==> config.mk <==
export PLATFORM = sky130hd
export DESIGN_NAME = smx_switch_matrix
export DESIGN_NICKNAME = d
export VERILOG_FILES = /design/src/smx_pkg.sv /design/src/smx_switch_drive.sv /design/src/smx_switch_matrix.sv
export SDC_FILE = /design/constraint.sdc
export NUM_CORES = 1
export LEC_CHECK = 0
export BUFFER_PORTS_ARGS = -buffer_cell sky130_fd_sc_hd__buf_2
export CAP_MARGIN = 20
export CORE_MARGIN = 2
export CORE_UTILIZATION = 41
export DETAILED_ROUTE_END_ITERATION = 6
export PLACE_DENSITY = 0.75
export SYNTH_ARGS = -nofsm -noshare
export SYNTH_HDL_FRONTEND = slang
export SYNTH_HIERARCHICAL = 1
export SYNTH_SLANG_ARGS = --single-unit
==> constraint.sdc <==
create_clock -name aclk -period 2.84 [get_ports aclk]
set_input_delay 0.426 -clock aclk [delete_from_list [all_inputs] [get_ports aclk]]
set_output_delay 0.426 -clock aclk [all_outputs]
set_load 0.05 [all_outputs]
==> src/smx_pkg.sv <==
// package with register map, field layout and switch types for the switch matrix
//----------------------------------------------------------------------
// Summary of operation
//----------------------------------------------------------------------
package smx_pkg;

    //------------------------------------------------------------------
    // register map
    //------------------------------------------------------------------
    localparam int SMX_ADDR_W = 16;
    localparam logic [SMX_ADDR_W-1:0] SMX_OFS_GROUP = 16'h2140;
    localparam logic [SMX_ADDR_W-1:0] SMX_OFS_DFULL = 16'h2150;

    //------------------------------------------------------------------
    // grouped register fields
    //------------------------------------------------------------------
    localparam int SMX_DCODE_LSB = 0;
    localparam int SMX_PCODE_LSB = 4;
    localparam int SMX_SRCSEL_BIT = 16;
    localparam logic [3:0] SMX_DCODE_RST = 4'hf;
    localparam logic [3:0] SMX_PCODE_RST = 4'hf;
    localparam logic SMX_SRCSEL_RST = 1'b0;

    //------------------------------------------------------------------
    // individual D register fields
    //------------------------------------------------------------------
    localparam logic [7:0] SMX_DFULL_RST = 8'h00;
    // bit 5 is reserved and holds no storage
    localparam logic [7:0] SMX_DFULL_MASK = 8'hdf;

    //------------------------------------------------------------------
    // group codes
    //------------------------------------------------------------------
    localparam logic [3:0] SMX_DCODE_OPEN = 4'h0;
    localparam logic [3:0] SMX_DCODE_CAL = 4'h1;
    localparam logic [3:0] SMX_DCODE_SW2 = 4'h2;
    localparam logic [3:0] SMX_DCODE_SW8 = 4'h8;
    localparam logic [3:0] SMX_DCODE_ALL = 4'h9;
    localparam logic [3:0] SMX_PCODE_SW5 = 4'h5;
    localparam logic [3:0] SMX_PCODE_SW9 = 4'h9;
    localparam logic [3:0] SMX_PCODE_SW11 = 4'hb;
    localparam logic [3:0] SMX_PCODE_LOOP_LO = 4'hd;
    localparam logic [3:0] SMX_PCODE_LOOP_HI = 4'he;

    //------------------------------------------------------------------
    // bus answers
    //------------------------------------------------------------------
    localparam logic [1:0] SMX_RESP_OKAY = 2'b00;
    localparam logic [1:0] SMX_RESP_DECERR = 2'b11;

    //------------------------------------------------------------------
    // switch enable carriers, 1 = closed
    //------------------------------------------------------------------
    typedef struct packed {
        logic eight;
        logic seven;
        logic six;
        logic five;
        logic four;
        logic three;
        logic two;
        logic calibration;
    } smx_dsw_t;

    typedef struct packed {
        logic loop_two;
        logic eleven;
        logic nine;
        logic eight;
        logic seven;
        logic six;
        logic five;
    } smx_psw_t;

endpackage

==> src/smx_switch_drive.sv <==
// group code decoders and registered switch enable outputs
`timescale 1ns/1ps
module smx_switch_drive
    import smx_pkg::*;
(
    input wire logic aclk,
    input wire logic aresetn,
    input wire logic switch_source_select,
    input wire logic [3:0] dnode_group_code,
    input wire logic [3:0] pnode_group_code,
    input wire logic [7:0] d_individual,
    input wire logic [6:0] p_individual,
    output smx_dsw_t dnode_switch_group,
    output smx_psw_t pnode_switch_group
);

    //------------------------------------------------------------------
    // decoders
    //------------------------------------------------------------------
    function automatic logic [7:0] dnode_decode(input logic [3:0] code);
        logic [7:0] v;
        v = 8'h00;
        if (code == SMX_DCODE_CAL)
            v = 8'h01;
        else if (code >= SMX_DCODE_SW2 && code <= SMX_DCODE_SW8)
            v = 8'h01 << (code - 4'h1);
        else if (code == SMX_DCODE_ALL)
            v = 8'hff;
        // code 0 and 1010..1111 leave every D switch open
        return v;
    endfunction

    function automatic logic [6:0] pnode_decode(input logic [3:0] code);
        logic [6:0] v;
        v = 7'h00;
        if (code >= SMX_PCODE_SW5 && code <= SMX_PCODE_SW9)
            v = 7'h01 << (code - SMX_PCODE_SW5);
        else if (code == SMX_PCODE_SW11)
            v = 7'h20;
        else if (code == SMX_PCODE_LOOP_LO || code == SMX_PCODE_LOOP_HI)
            v = 7'h40;
        // 1111 and reserved codes open the whole group
        return v;
    endfunction

    //------------------------------------------------------------------
    // source selection
    //------------------------------------------------------------------
    wire logic [7:0] d_from_code;
    wire logic [6:0] p_from_code;
    wire logic [7:0] d_sel;
    wire logic [6:0] p_sel;

    assign d_from_code = dnode_decode(dnode_group_code);
    assign p_from_code = pnode_decode(pnode_group_code);
    assign d_sel = switch_source_select ?
        (d_individual & SMX_DFULL_MASK) : d_from_code;
    assign p_sel = switch_source_select ?
        p_individual : p_from_code;

    // registered so the analog switches never see decoder glitches
    always_ff @(posedge aclk)
    begin
        if (!aresetn)
        begin
            dnode_switch_group <= smx_dsw_t'(dnode_decode(SMX_DCODE_RST));
            pnode_switch_group <= smx_psw_t'(pnode_decode(SMX_PCODE_RST));
        end
        else
        begin
            dnode_switch_group <= smx_dsw_t'(d_sel);
            pnode_switch_group <= smx_psw_t'(p_sel);
        end
    end

endmodule

==> src/smx_switch_matrix.sv <==
// switch matrix D/P control registers behind an AXI4-Lite slave
//
// The AXI4-Lite register port was decided locally.
`timescale 1ns/1ps
module smx_switch_matrix
    import smx_pkg::*;
#(
    parameter int ADDR_W = SMX_ADDR_W
)
(
    input wire logic aclk,
    input wire logic aresetn,
    input wire logic s_axi_awvalid,
    output logic s_axi_awready,
    input wire logic [ADDR_W-1:0] s_axi_awaddr,
    input wire logic [2:0] s_axi_awprot,
    input wire logic s_axi_wvalid,
    output logic s_axi_wready,
    input wire logic [31:0] s_axi_wdata,
    input wire logic [3:0] s_axi_wstrb,
    output logic s_axi_bvalid,
    input wire logic s_axi_bready,
    output logic [1:0] s_axi_bresp,
    input wire logic s_axi_arvalid,
    output logic s_axi_arready,
    input wire logic [ADDR_W-1:0] s_axi_araddr,
    input wire logic [2:0] s_axi_arprot,
    output logic s_axi_rvalid,
    input wire logic s_axi_rready,
    output logic [31:0] s_axi_rdata,
    output logic [1:0] s_axi_rresp,
    input wire logic [6:0] p_individual,
    output smx_dsw_t dnode_switch_group,
    output smx_psw_t pnode_switch_group
);

    //------------------------------------------------------------------
    // register state
    //------------------------------------------------------------------
    logic [3:0] dnode_group_code_r;
    logic [3:0] pnode_group_code_r;
    logic switch_source_select_r;
    logic [7:0] d_individual_r;

    //------------------------------------------------------------------
    // write channel holding
    //------------------------------------------------------------------
    // address and data may come in either order; each is held until
    // its partner arrives, so neither channel waits on the other
    logic aw_held_r;
    logic w_held_r;
    logic [ADDR_W-1:0] aw_addr_r;
    logic [31:0] w_data_r;
    logic [3:0] w_strb_r;
    logic bvalid_r;
    logic [1:0] bresp_r;

    wire logic aw_take;
    wire logic w_take;
    wire logic aw_have;
    wire logic w_have;
    wire logic [ADDR_W-1:0] wr_addr;
    wire logic [31:0] wr_data;
    wire logic [3:0] wr_strb;
    wire logic wr_fire;

    assign s_axi_awready = !aw_held_r && !bvalid_r;
    assign s_axi_wready = !w_held_r && !bvalid_r;
    assign aw_take = s_axi_awvalid && s_axi_awready;
    assign w_take = s_axi_wvalid && s_axi_wready;
    assign aw_have = aw_held_r || aw_take;
    assign w_have = w_held_r || w_take;
    assign wr_addr = aw_held_r ? aw_addr_r : s_axi_awaddr;
    assign wr_data = w_held_r ? w_data_r : s_axi_wdata;
    assign wr_strb = w_held_r ? w_strb_r : s_axi_wstrb;
    assign wr_fire = aw_have && w_have && !bvalid_r;

    //------------------------------------------------------------------
    // write decode
    //------------------------------------------------------------------
    wire logic wr_group;
    wire logic wr_dfull;
    wire logic wr_mapped;

    assign wr_group = wr_fire && (wr_addr == SMX_OFS_GROUP);
    assign wr_dfull = wr_fire && (wr_addr == SMX_OFS_DFULL);
    assign wr_mapped = (wr_addr == SMX_OFS_GROUP) ||
        (wr_addr == SMX_OFS_DFULL);

    always_ff @(posedge aclk)
    begin
        if (!aresetn)
        begin
            aw_held_r <= 1'b0;
            w_held_r <= 1'b0;
            aw_addr_r <= '0;
            w_data_r <= 32'h0000_0000;
            w_strb_r <= 4'h0;
        end
        else
        begin
            aw_held_r <= aw_have && !wr_fire;
            w_held_r <= w_have && !wr_fire;
            if (aw_take)
                aw_addr_r <= s_axi_awaddr;
            if (w_take)
            begin
                w_data_r <= s_axi_wdata;
                w_strb_r <= s_axi_wstrb;
            end
        end
    end

    //------------------------------------------------------------------
    // write response
    //------------------------------------------------------------------
    always_ff @(posedge aclk)
    begin
        if (!aresetn)
        begin
            bvalid_r <= 1'b0;
            bresp_r <= SMX_RESP_OKAY;
        end
        else if (wr_fire)
        begin
            bvalid_r <= 1'b1;
            bresp_r <= wr_mapped ? SMX_RESP_OKAY : SMX_RESP_DECERR;
        end
        else if (s_axi_bready)
            bvalid_r <= 1'b0;
    end

    assign s_axi_bvalid = bvalid_r;
    assign s_axi_bresp = bresp_r;

    //------------------------------------------------------------------
    // grouped control register
    //------------------------------------------------------------------
    // T and N fields live in a neighbouring block; their bits read zero
    always_ff @(posedge aclk)
    begin
        if (!aresetn)
        begin
            dnode_group_code_r <= SMX_DCODE_RST;
            pnode_group_code_r <= SMX_PCODE_RST;
            switch_source_select_r <= SMX_SRCSEL_RST;
        end
        else if (wr_group)
        begin
            if (wr_strb[0])
            begin
                dnode_group_code_r <=
                    wr_data[SMX_DCODE_LSB+:4];
                pnode_group_code_r <= wr_data[SMX_PCODE_LSB+:4];
            end
            if (wr_strb[SMX_SRCSEL_BIT/8])
                switch_source_select_r <=
                    wr_data[SMX_SRCSEL_BIT];
        end
    end

    //------------------------------------------------------------------
    // individual D register
    //------------------------------------------------------------------
    always_ff @(posedge aclk)
    begin
        if (!aresetn)
            d_individual_r <= SMX_DFULL_RST;
        else if (wr_dfull && wr_strb[0])
            d_individual_r <= wr_data[7:0] & SMX_DFULL_MASK;
    end

    //------------------------------------------------------------------
    // read path
    //------------------------------------------------------------------
    logic rvalid_r;
    logic [31:0] rdata_r;
    logic [1:0] rresp_r;

    wire logic ar_take;
    wire logic rd_group;
    wire logic rd_dfull;
    wire logic [31:0] group_word;
    wire logic [31:0] dfull_word;
    wire logic [31:0] rd_word;

    assign s_axi_arready = !rvalid_r;
    assign ar_take = s_axi_arvalid && s_axi_arready;
    assign rd_group = (s_axi_araddr == SMX_OFS_GROUP);
    assign rd_dfull = (s_axi_araddr == SMX_OFS_DFULL);
    assign group_word = (32'(switch_source_select_r) << SMX_SRCSEL_BIT) |
        (32'(pnode_group_code_r) << SMX_PCODE_LSB) |
        (32'(dnode_group_code_r) << SMX_DCODE_LSB);
    assign dfull_word = {24'h00_0000, d_individual_r};
    assign rd_word = rd_group ? group_word :
        (rd_dfull ? dfull_word : 32'h0000_0000);

    always_ff @(posedge aclk)
    begin
        if (!aresetn)
        begin
            rvalid_r <= 1'b0;
            rdata_r <= 32'h0000_0000;
            rresp_r <= SMX_RESP_OKAY;
        end
        else if (ar_take)
        begin
            rvalid_r <= 1'b1;
            rdata_r <= rd_word;
            rresp_r <= (rd_group || rd_dfull) ? SMX_RESP_OKAY :
                SMX_RESP_DECERR;
        end
        else if (s_axi_rready)
            rvalid_r <= 1'b0;
    end

    assign s_axi_rvalid = rvalid_r;
    assign s_axi_rdata = rdata_r;
    assign s_axi_rresp = rresp_r;

    //------------------------------------------------------------------
    // switch drive
    //------------------------------------------------------------------
    smx_switch_drive u_drive
    (
        .aclk(aclk),
        .aresetn(aresetn),
        .switch_source_select(switch_source_select_r),
        .dnode_group_code(dnode_group_code_r),
        .pnode_group_code(pnode_group_code_r),
        .d_individual(d_individual_r),
        .p_individual(p_individual),
        .dnode_switch_group(dnode_switch_group),
        .pnode_switch_group(pnode_switch_group)
    );

endmodule

# Word level (Yosys, flattened, before mapping)
# Cells that the tools add are included.
[op_classes] n_addsub=2 muxes=19 n_eq_ne=9 n_shift=2 n_bitwise=3 reduce_logical=29 magnitude_cmp=4
[ops] operator="equality test 16 x 14 -> 1 bit, second input constant" n=4
[ops] operator="two-way mux 8 bit" n=5
[ops] operator="two-way mux 17 bit" n=2
[ops] operator="two-way mux 7 bit" n=4
[ops] operator="OR 17 x 4 -> 17 bit" n=1
[ops] operator="OR 17 x 8 -> 17 bit" n=1
[ops] operator="equality test 4 bit, second input constant" n=4
[ops] operator="two-way mux 16 bit" n=1
[ops] operator="logical AND 1 bit" n=14
[ops] operator="less-or-equal comparator 4 bit, second input constant" n=2
[ops] operator="<< shifter 1 x 4 -> 8 bit, first input constant" n=1
[ops] operator="<< shifter 1 x 4 -> 7 bit, first input constant" n=1
[ops] operator="zero test 1 bit" n=5
[ops] operator="logical OR 1 bit" n=5
[ops] operator="equality test 4 x 1 -> 1 bit, second input constant" n=1
[ops] operator="greater-or-equal comparator 4 x 2 -> 1 bit, second input constant" n=1
[ops] operator="greater-or-equal comparator 4 x 3 -> 1 bit, second input constant" n=1
[ops] operator="two-way mux 1 bit" n=4
[ops] operator="two-way mux 2 bit" n=2
[ops] operator="AND reduction 2 bit" n=2
[ops] operator="nonzero test 2 bit" n=2
[ops] operator="subtractor 4 x 1 -> 4 bit, second input constant" n=1
[ops] operator="subtractor 4 x 3 -> 4 bit, second input constant" n=1
[ops] operator="two-way mux 3 bit" n=1
[ops] operator="other kinds (2)" n=2
[totals] regBits=107 output_inout_bits=56 word_cells=97 input_bits=88

# Logic depth before layout (Yosys ltp)
[logic_depth] word_depth=8 depth_mapped=7 depth_no_buf=5

# By module
# The synthesis kept the hierarchy.
[by_module_without_submodules] mod="smx_switch_matrix" area_per_inst_um2=2767.7 cells_per_inst=328 seq_area_each_um2=1161.1 n_inst=1
[by_module_without_submodules] mod="smx_switch_drive" area_per_inst_um2=749.5 cells_per_inst=83 seq_area_each_um2=300.3 n_inst=1

# Least setup slack after synthesis
# OpenSTA, ideal clock, no wires.
[synth_timing] kind="input to register" from="input s_axi_awaddr[7]" to="register d_individual_r[0]" t_required_ns=2.719 cell_stages=4 setup_ns=0.121 path_buffers=0 path_slack_ns=0.419 t_arrival_ns=2.300 cell_sequence="or4b_1 -> a2111o_1 -> a2111oi_4 -> mux2_2"
[synth_between] elab_chain_len=4
[synth_rtl] item="start, declared" line="smx_switch_matrix.sv:15" rtl="input wire logic [ADDR_W-1:0] s_axi_awaddr,"
[synth_rtl] item="two-way mux 16 bit" line="smx_switch_matrix.sv:73" rtl="assign wr_addr = aw_held_r ? aw_addr_r : s_axi_awaddr;"
[synth_rtl] item="equality test 16 x 14 -> 1 bit" line="smx_switch_matrix.sv:86" rtl="assign wr_dfull = wr_fire && (wr_addr == SMX_OFS_DFULL);"
[synth_rtl] item="logical AND 1 bit" line="smx_switch_matrix.sv:86"
[synth_rtl] item="logical AND 1 bit" line="smx_switch_matrix.sv:169" rtl="else if (wr_dfull && wr_strb[0])"
[synth_rtl] item="end signal, assigned" line="smx_switch_matrix.sv:170" rtl="d_individual_r <= wr_data[7:0] & SMX_DFULL_MASK;"
[synth_rtl] item="end, declared" line="smx_switch_matrix.sv:43" rtl="logic [7:0] d_individual_r;"
# Every way passes these cells.
# A chain may end at the register's enable or synchronous reset.

# Final worst setup path
[layout_timing] from="register aw_held_r" to="register dnode_group_code_r[2]"
[layout_between] elab_chain_len=8 elab_cells_between_ends=10 classes_between="1 x eq/ne; 1 x mux; 8 x reduce/logical"
[layout_rtl] item="start, declared" line="smx_switch_matrix.sv:50" rtl="logic aw_held_r;"
[layout_rtl] item="start signal, assigned" line="smx_switch_matrix.sv:102" rtl="aw_held_r <= aw_have && !wr_fire;"
[layout_rtl] item="branches (longest 6 deep; another with two-way mux 16 bit)"
[layout_rtl] item="logical AND 1 bit *" line="smx_switch_matrix.sv:85" rtl="assign wr_group = wr_fire && (wr_addr == SMX_OFS_GROUP);"
[layout_rtl] item="AND reduction 2 bit (no line) *"
[layout_rtl] item="end signal, assigned" line="smx_switch_matrix.sv:152" rtl="dnode_group_code_r <="
[layout_rtl] item="end, declared" line="smx_switch_matrix.sv:40" rtl="logic [3:0] dnode_group_code_r;"
# Every way passes the cells marked *.

==> results.md <==
- Status: finished clean
- Arr. time, crit path: between 2 and 3 ns
- Core Util, Final: 0.497
- Synth Instances: between 400 and 500
- Min-delay worst type: input port to register
- CTS H-tree lvls: 3
- Crit path top cell by count: a2111o_1
- Main synth FF type: dfxtp_1
- Via count: ~3000
- Max FO, Critical Path: 8
- # clock sinks: 73
- Post-synth EDFFs: 0
- Post-CTS setup buffer count: 0
- Commonest non-fill, non-tap cell in the layout: buf_2
- Worst-Margin Slew: roughly 0.56 ns
- Unique masters post-synth: 53
- Kind of critical path: register to register
- R2R setup slack: 0.46 ns
- Cts repair resizes: 0
- Routed Antenna Nets: 0
- Number of diodes: 0
- # hold bufs at CTS: 0
- Core Region: slightly above 8000 um^2
- Maximum buffer depth of the clock tree: 2
- Yosys warns: 6
- CP delay by family, top: compound AO/OA/AOI/OAI gates
- IO buf count: between 80 and 90
- Comb pwr share: 0.162
- Clock Power Share: 0.344
- Root Buffer: clkbuf_8
- Wire length on met2: 3.63 mm
- FP Rows: 33
- Largest net degree at the start of global routing: 38
- Drt drc: 0
- Setup slack after layout: 0.462 ns
- RSZ-0062 raised after global routing: false
- Seq/Total Area, Yosys: 0.416
- Fmax achieved: 0.421 GHz
- CTS tree: yes
- Vias in the first global route: 2757
- Max-slew violations: 0
- Critical path's largest stage delay: roughly 0.6 ns
- Dpl hpwl: 5.73 mm
- Setup skew after layout: around 0.0069 ns
- CP Capture Type: register
- Num CTS Buffers: 9
- P_sw: about 630 uW
- Io pins: 144
- Met3 WL post-DR: approximately 440 um
- Chip width: between 90 and 100 um
- First-pass GRT wire length: between 10 and 15 mm
- Peak VDD IR: around 300 uV
- Fin Hold WS: 0.264 ns
- Number of fill cells: around 820
- Tot GR Track Use: 0.165
- Pre-CTS WS: ~0.19 ns
- Leak: between 0.0015 and 0.002 uW
- Share of the synthesized area in the top cell type: 0.416
- CTS clk-pin slew, worst paths: 0.07 ns
- Internal: about 1600 uW
- Syn_area_per_cell: 8.56 um^2
- Post-DR vias/cell: between 5 and 6
- Period utilisation layout: 0.837
- Net count reported at finish: 580
- Yosys reg bits: 73
- WP buf/inv: 0
- DRT Wirelength: about 7.7 mm
- Area contributors post-synth: dfxtp_1, nand2_1, a21oi_1
- Sequence of cells on the critical path: or4b_1, a2111o_1, a2111o_1, mux2_4
- Die Height: a little under 100 um
- Top routing layer used: met4
- Initial antenna violation count: 0
- Setup TNS: 0 ns
- DIE AREA: between 9000 and 10000 um^2
- Met1 wire length: around 3.6 mm
- Max cap viols: 0
- Gp weighted congestion: roughly 0.75
- GR Overflow Total: 0
- DRT Pass-1 Iters: 7
- Final hold vios: 0
- Slowest CP cell: a2111o_1
- WP data required: a little over 3 ns
- Sw frac: 0.288
- Layout cells sized above 1: 0.267
- Area growth syn-to-layout: 16.6%
- Starting DRT DRC Count: approximately 110
- Post-layout min period: approximately 2.4 ns
- Ys async rst share: 0
- WL/cell: roughly 13 um
- Initial Util: 0.426
- Seq pwr share: 0.494
- Max_slew headroom: 0.616
- Clk_lat worst skew: ~0.34 ns
- Netlist Area Pre-Place: roughly 3500 um^2
- Final Setup Violations: 0
- Commonest cells after routing, fill and taps aside: buf_2, nand2_1, dfxtp_1
- Largest area contributor in the netlist: dfxtp_1
- Crit path launch type: register
- Pwr/cell area: 534 nW/um^2
## flip-flops by register name (all words and copies together) (netlist names)
| register | flops |
|---|---|
| s_axi_rvalid | 1 |
| s_axi_rresp | 1 |
| dnode_group_code_r | 4 |
| pnode_group_code_r | 4 |
| s_axi_bvalid | 1 |
| s_axi_rdata | 9 |
| aw_held_r | 1 |
| s_axi_bresp | 1 |
| u_drive/pnode_switch_group | 7 |
| w_strb_r | 2 |
| switch_source_select_r | 1 |
| w_data_r | 9 |
| aw_addr_r | 16 |
| d_individual_r | 7 |
| u_drive/dnode_switch_group | 8 |
| w_held_r | 1 |
## synth_stat cells (2+ instances only)
cell type and instances:
dfxtp_1 73, nor3_1 6, nor2_1 26, nor2b_1 2
nand2_1 83, and2_1 9, buf_6 2, mux2_2 13
mux2_4 2, a32o_1 5, nand2b_1 13, a21oi_1 44
inv_1 6, buf_4 27, nand3b_1 3, nor4bb_1 2
clkbuf_1 17, nand4_1 2, inv_2 2, a211oi_1 2
o22ai_1 2, o31ai_1 2, or4b_2 2, nand3_1 4
nor4b_1 4, mux2i_1 19, or3_1 7, o21ai_0 2
or4_1 4, a2111o_1 2, xnor2_1 2
## layout make-up
type,instances,area (um^2),area share
Multi-Input combinational cell,304,1810,0.442
Sequential cell,73,1460,0.356
Timing Repair Buffer,95,490,0.120
Clock buffer,11,131,0.0320
Tap cell,105,131,0.0320
Clock inverter,4,45.0,0.0110
Inverter,8,30.0,0.00732
## worst register-to-register path, delay by kind of cell, from the launching register on
family	cells	cell delay (ns)
flops	1	0.32
simple gates	1	0.47
mux	1	0.36
compound gates	2	1.11
## worst paths after layout
kind	startpoint	end	depth (start not counted)
hold / removal	s_axi_rready	s_axi_rvalid	2
setup reg to reg	aw_held_r	dnode_group_code_r[2]	4
hold reg to reg	s_axi_rdata[0]	s_axi_rdata[0]	2
setup / recovery	aw_held_r	dnode_group_code_r[2]	4
## power groups by stage
stage          logic [uW]  clock network [uW]  registers (uW)
6_report              354                 753            1080
3_3_place_gp          348                   0            1100
4_1_cts               355                 774            1080
3_5_place_dp          355                   0            1100
2_1_floorplan         276                   0            1120
5_1_grt               385                 812            1080
## per-stage QoR
step,instance area [um^2],cells,total power (uW)
2_1_floorplan,3600,433,1390
6_report,4100,600,2190
3_5_place_dp,3920,585,1460
5_1_grt,4100,600,2280
4_1_cts,4100,600,2210
3_3_place_gp,3920,585,1450
## per-layer routing
metal,GRT usage,vias up
met5,0,-
met1,0.213,1368
met3,0.0405,8
met4,0.0618,0
li1,-,1526
met2,0.267,99
## cell families (layout without fill, tap and decap cells)
| logic type | Yosys count | after routing | synth area share |
|---|---|---|---|
| AOI/OAI and AO/OA | 69 | 69 | 0.129 |
| and+or+nand+nor | 175 | 175 | 0.248 |
| other | 1 | 23 | 0.00107 |
| muxes | 34 | 34 | 0.104 |
| adders and majority gates | 1 | 1 | 0.00356 |
| xor gates and xnor gates | 2 | 2 | 0.00498 |
| buffers and inverters | 56 | 118 | 0.0932 |
| DFF | 73 | 73 | 0.416 |
(Power assumes the default switching activity.)
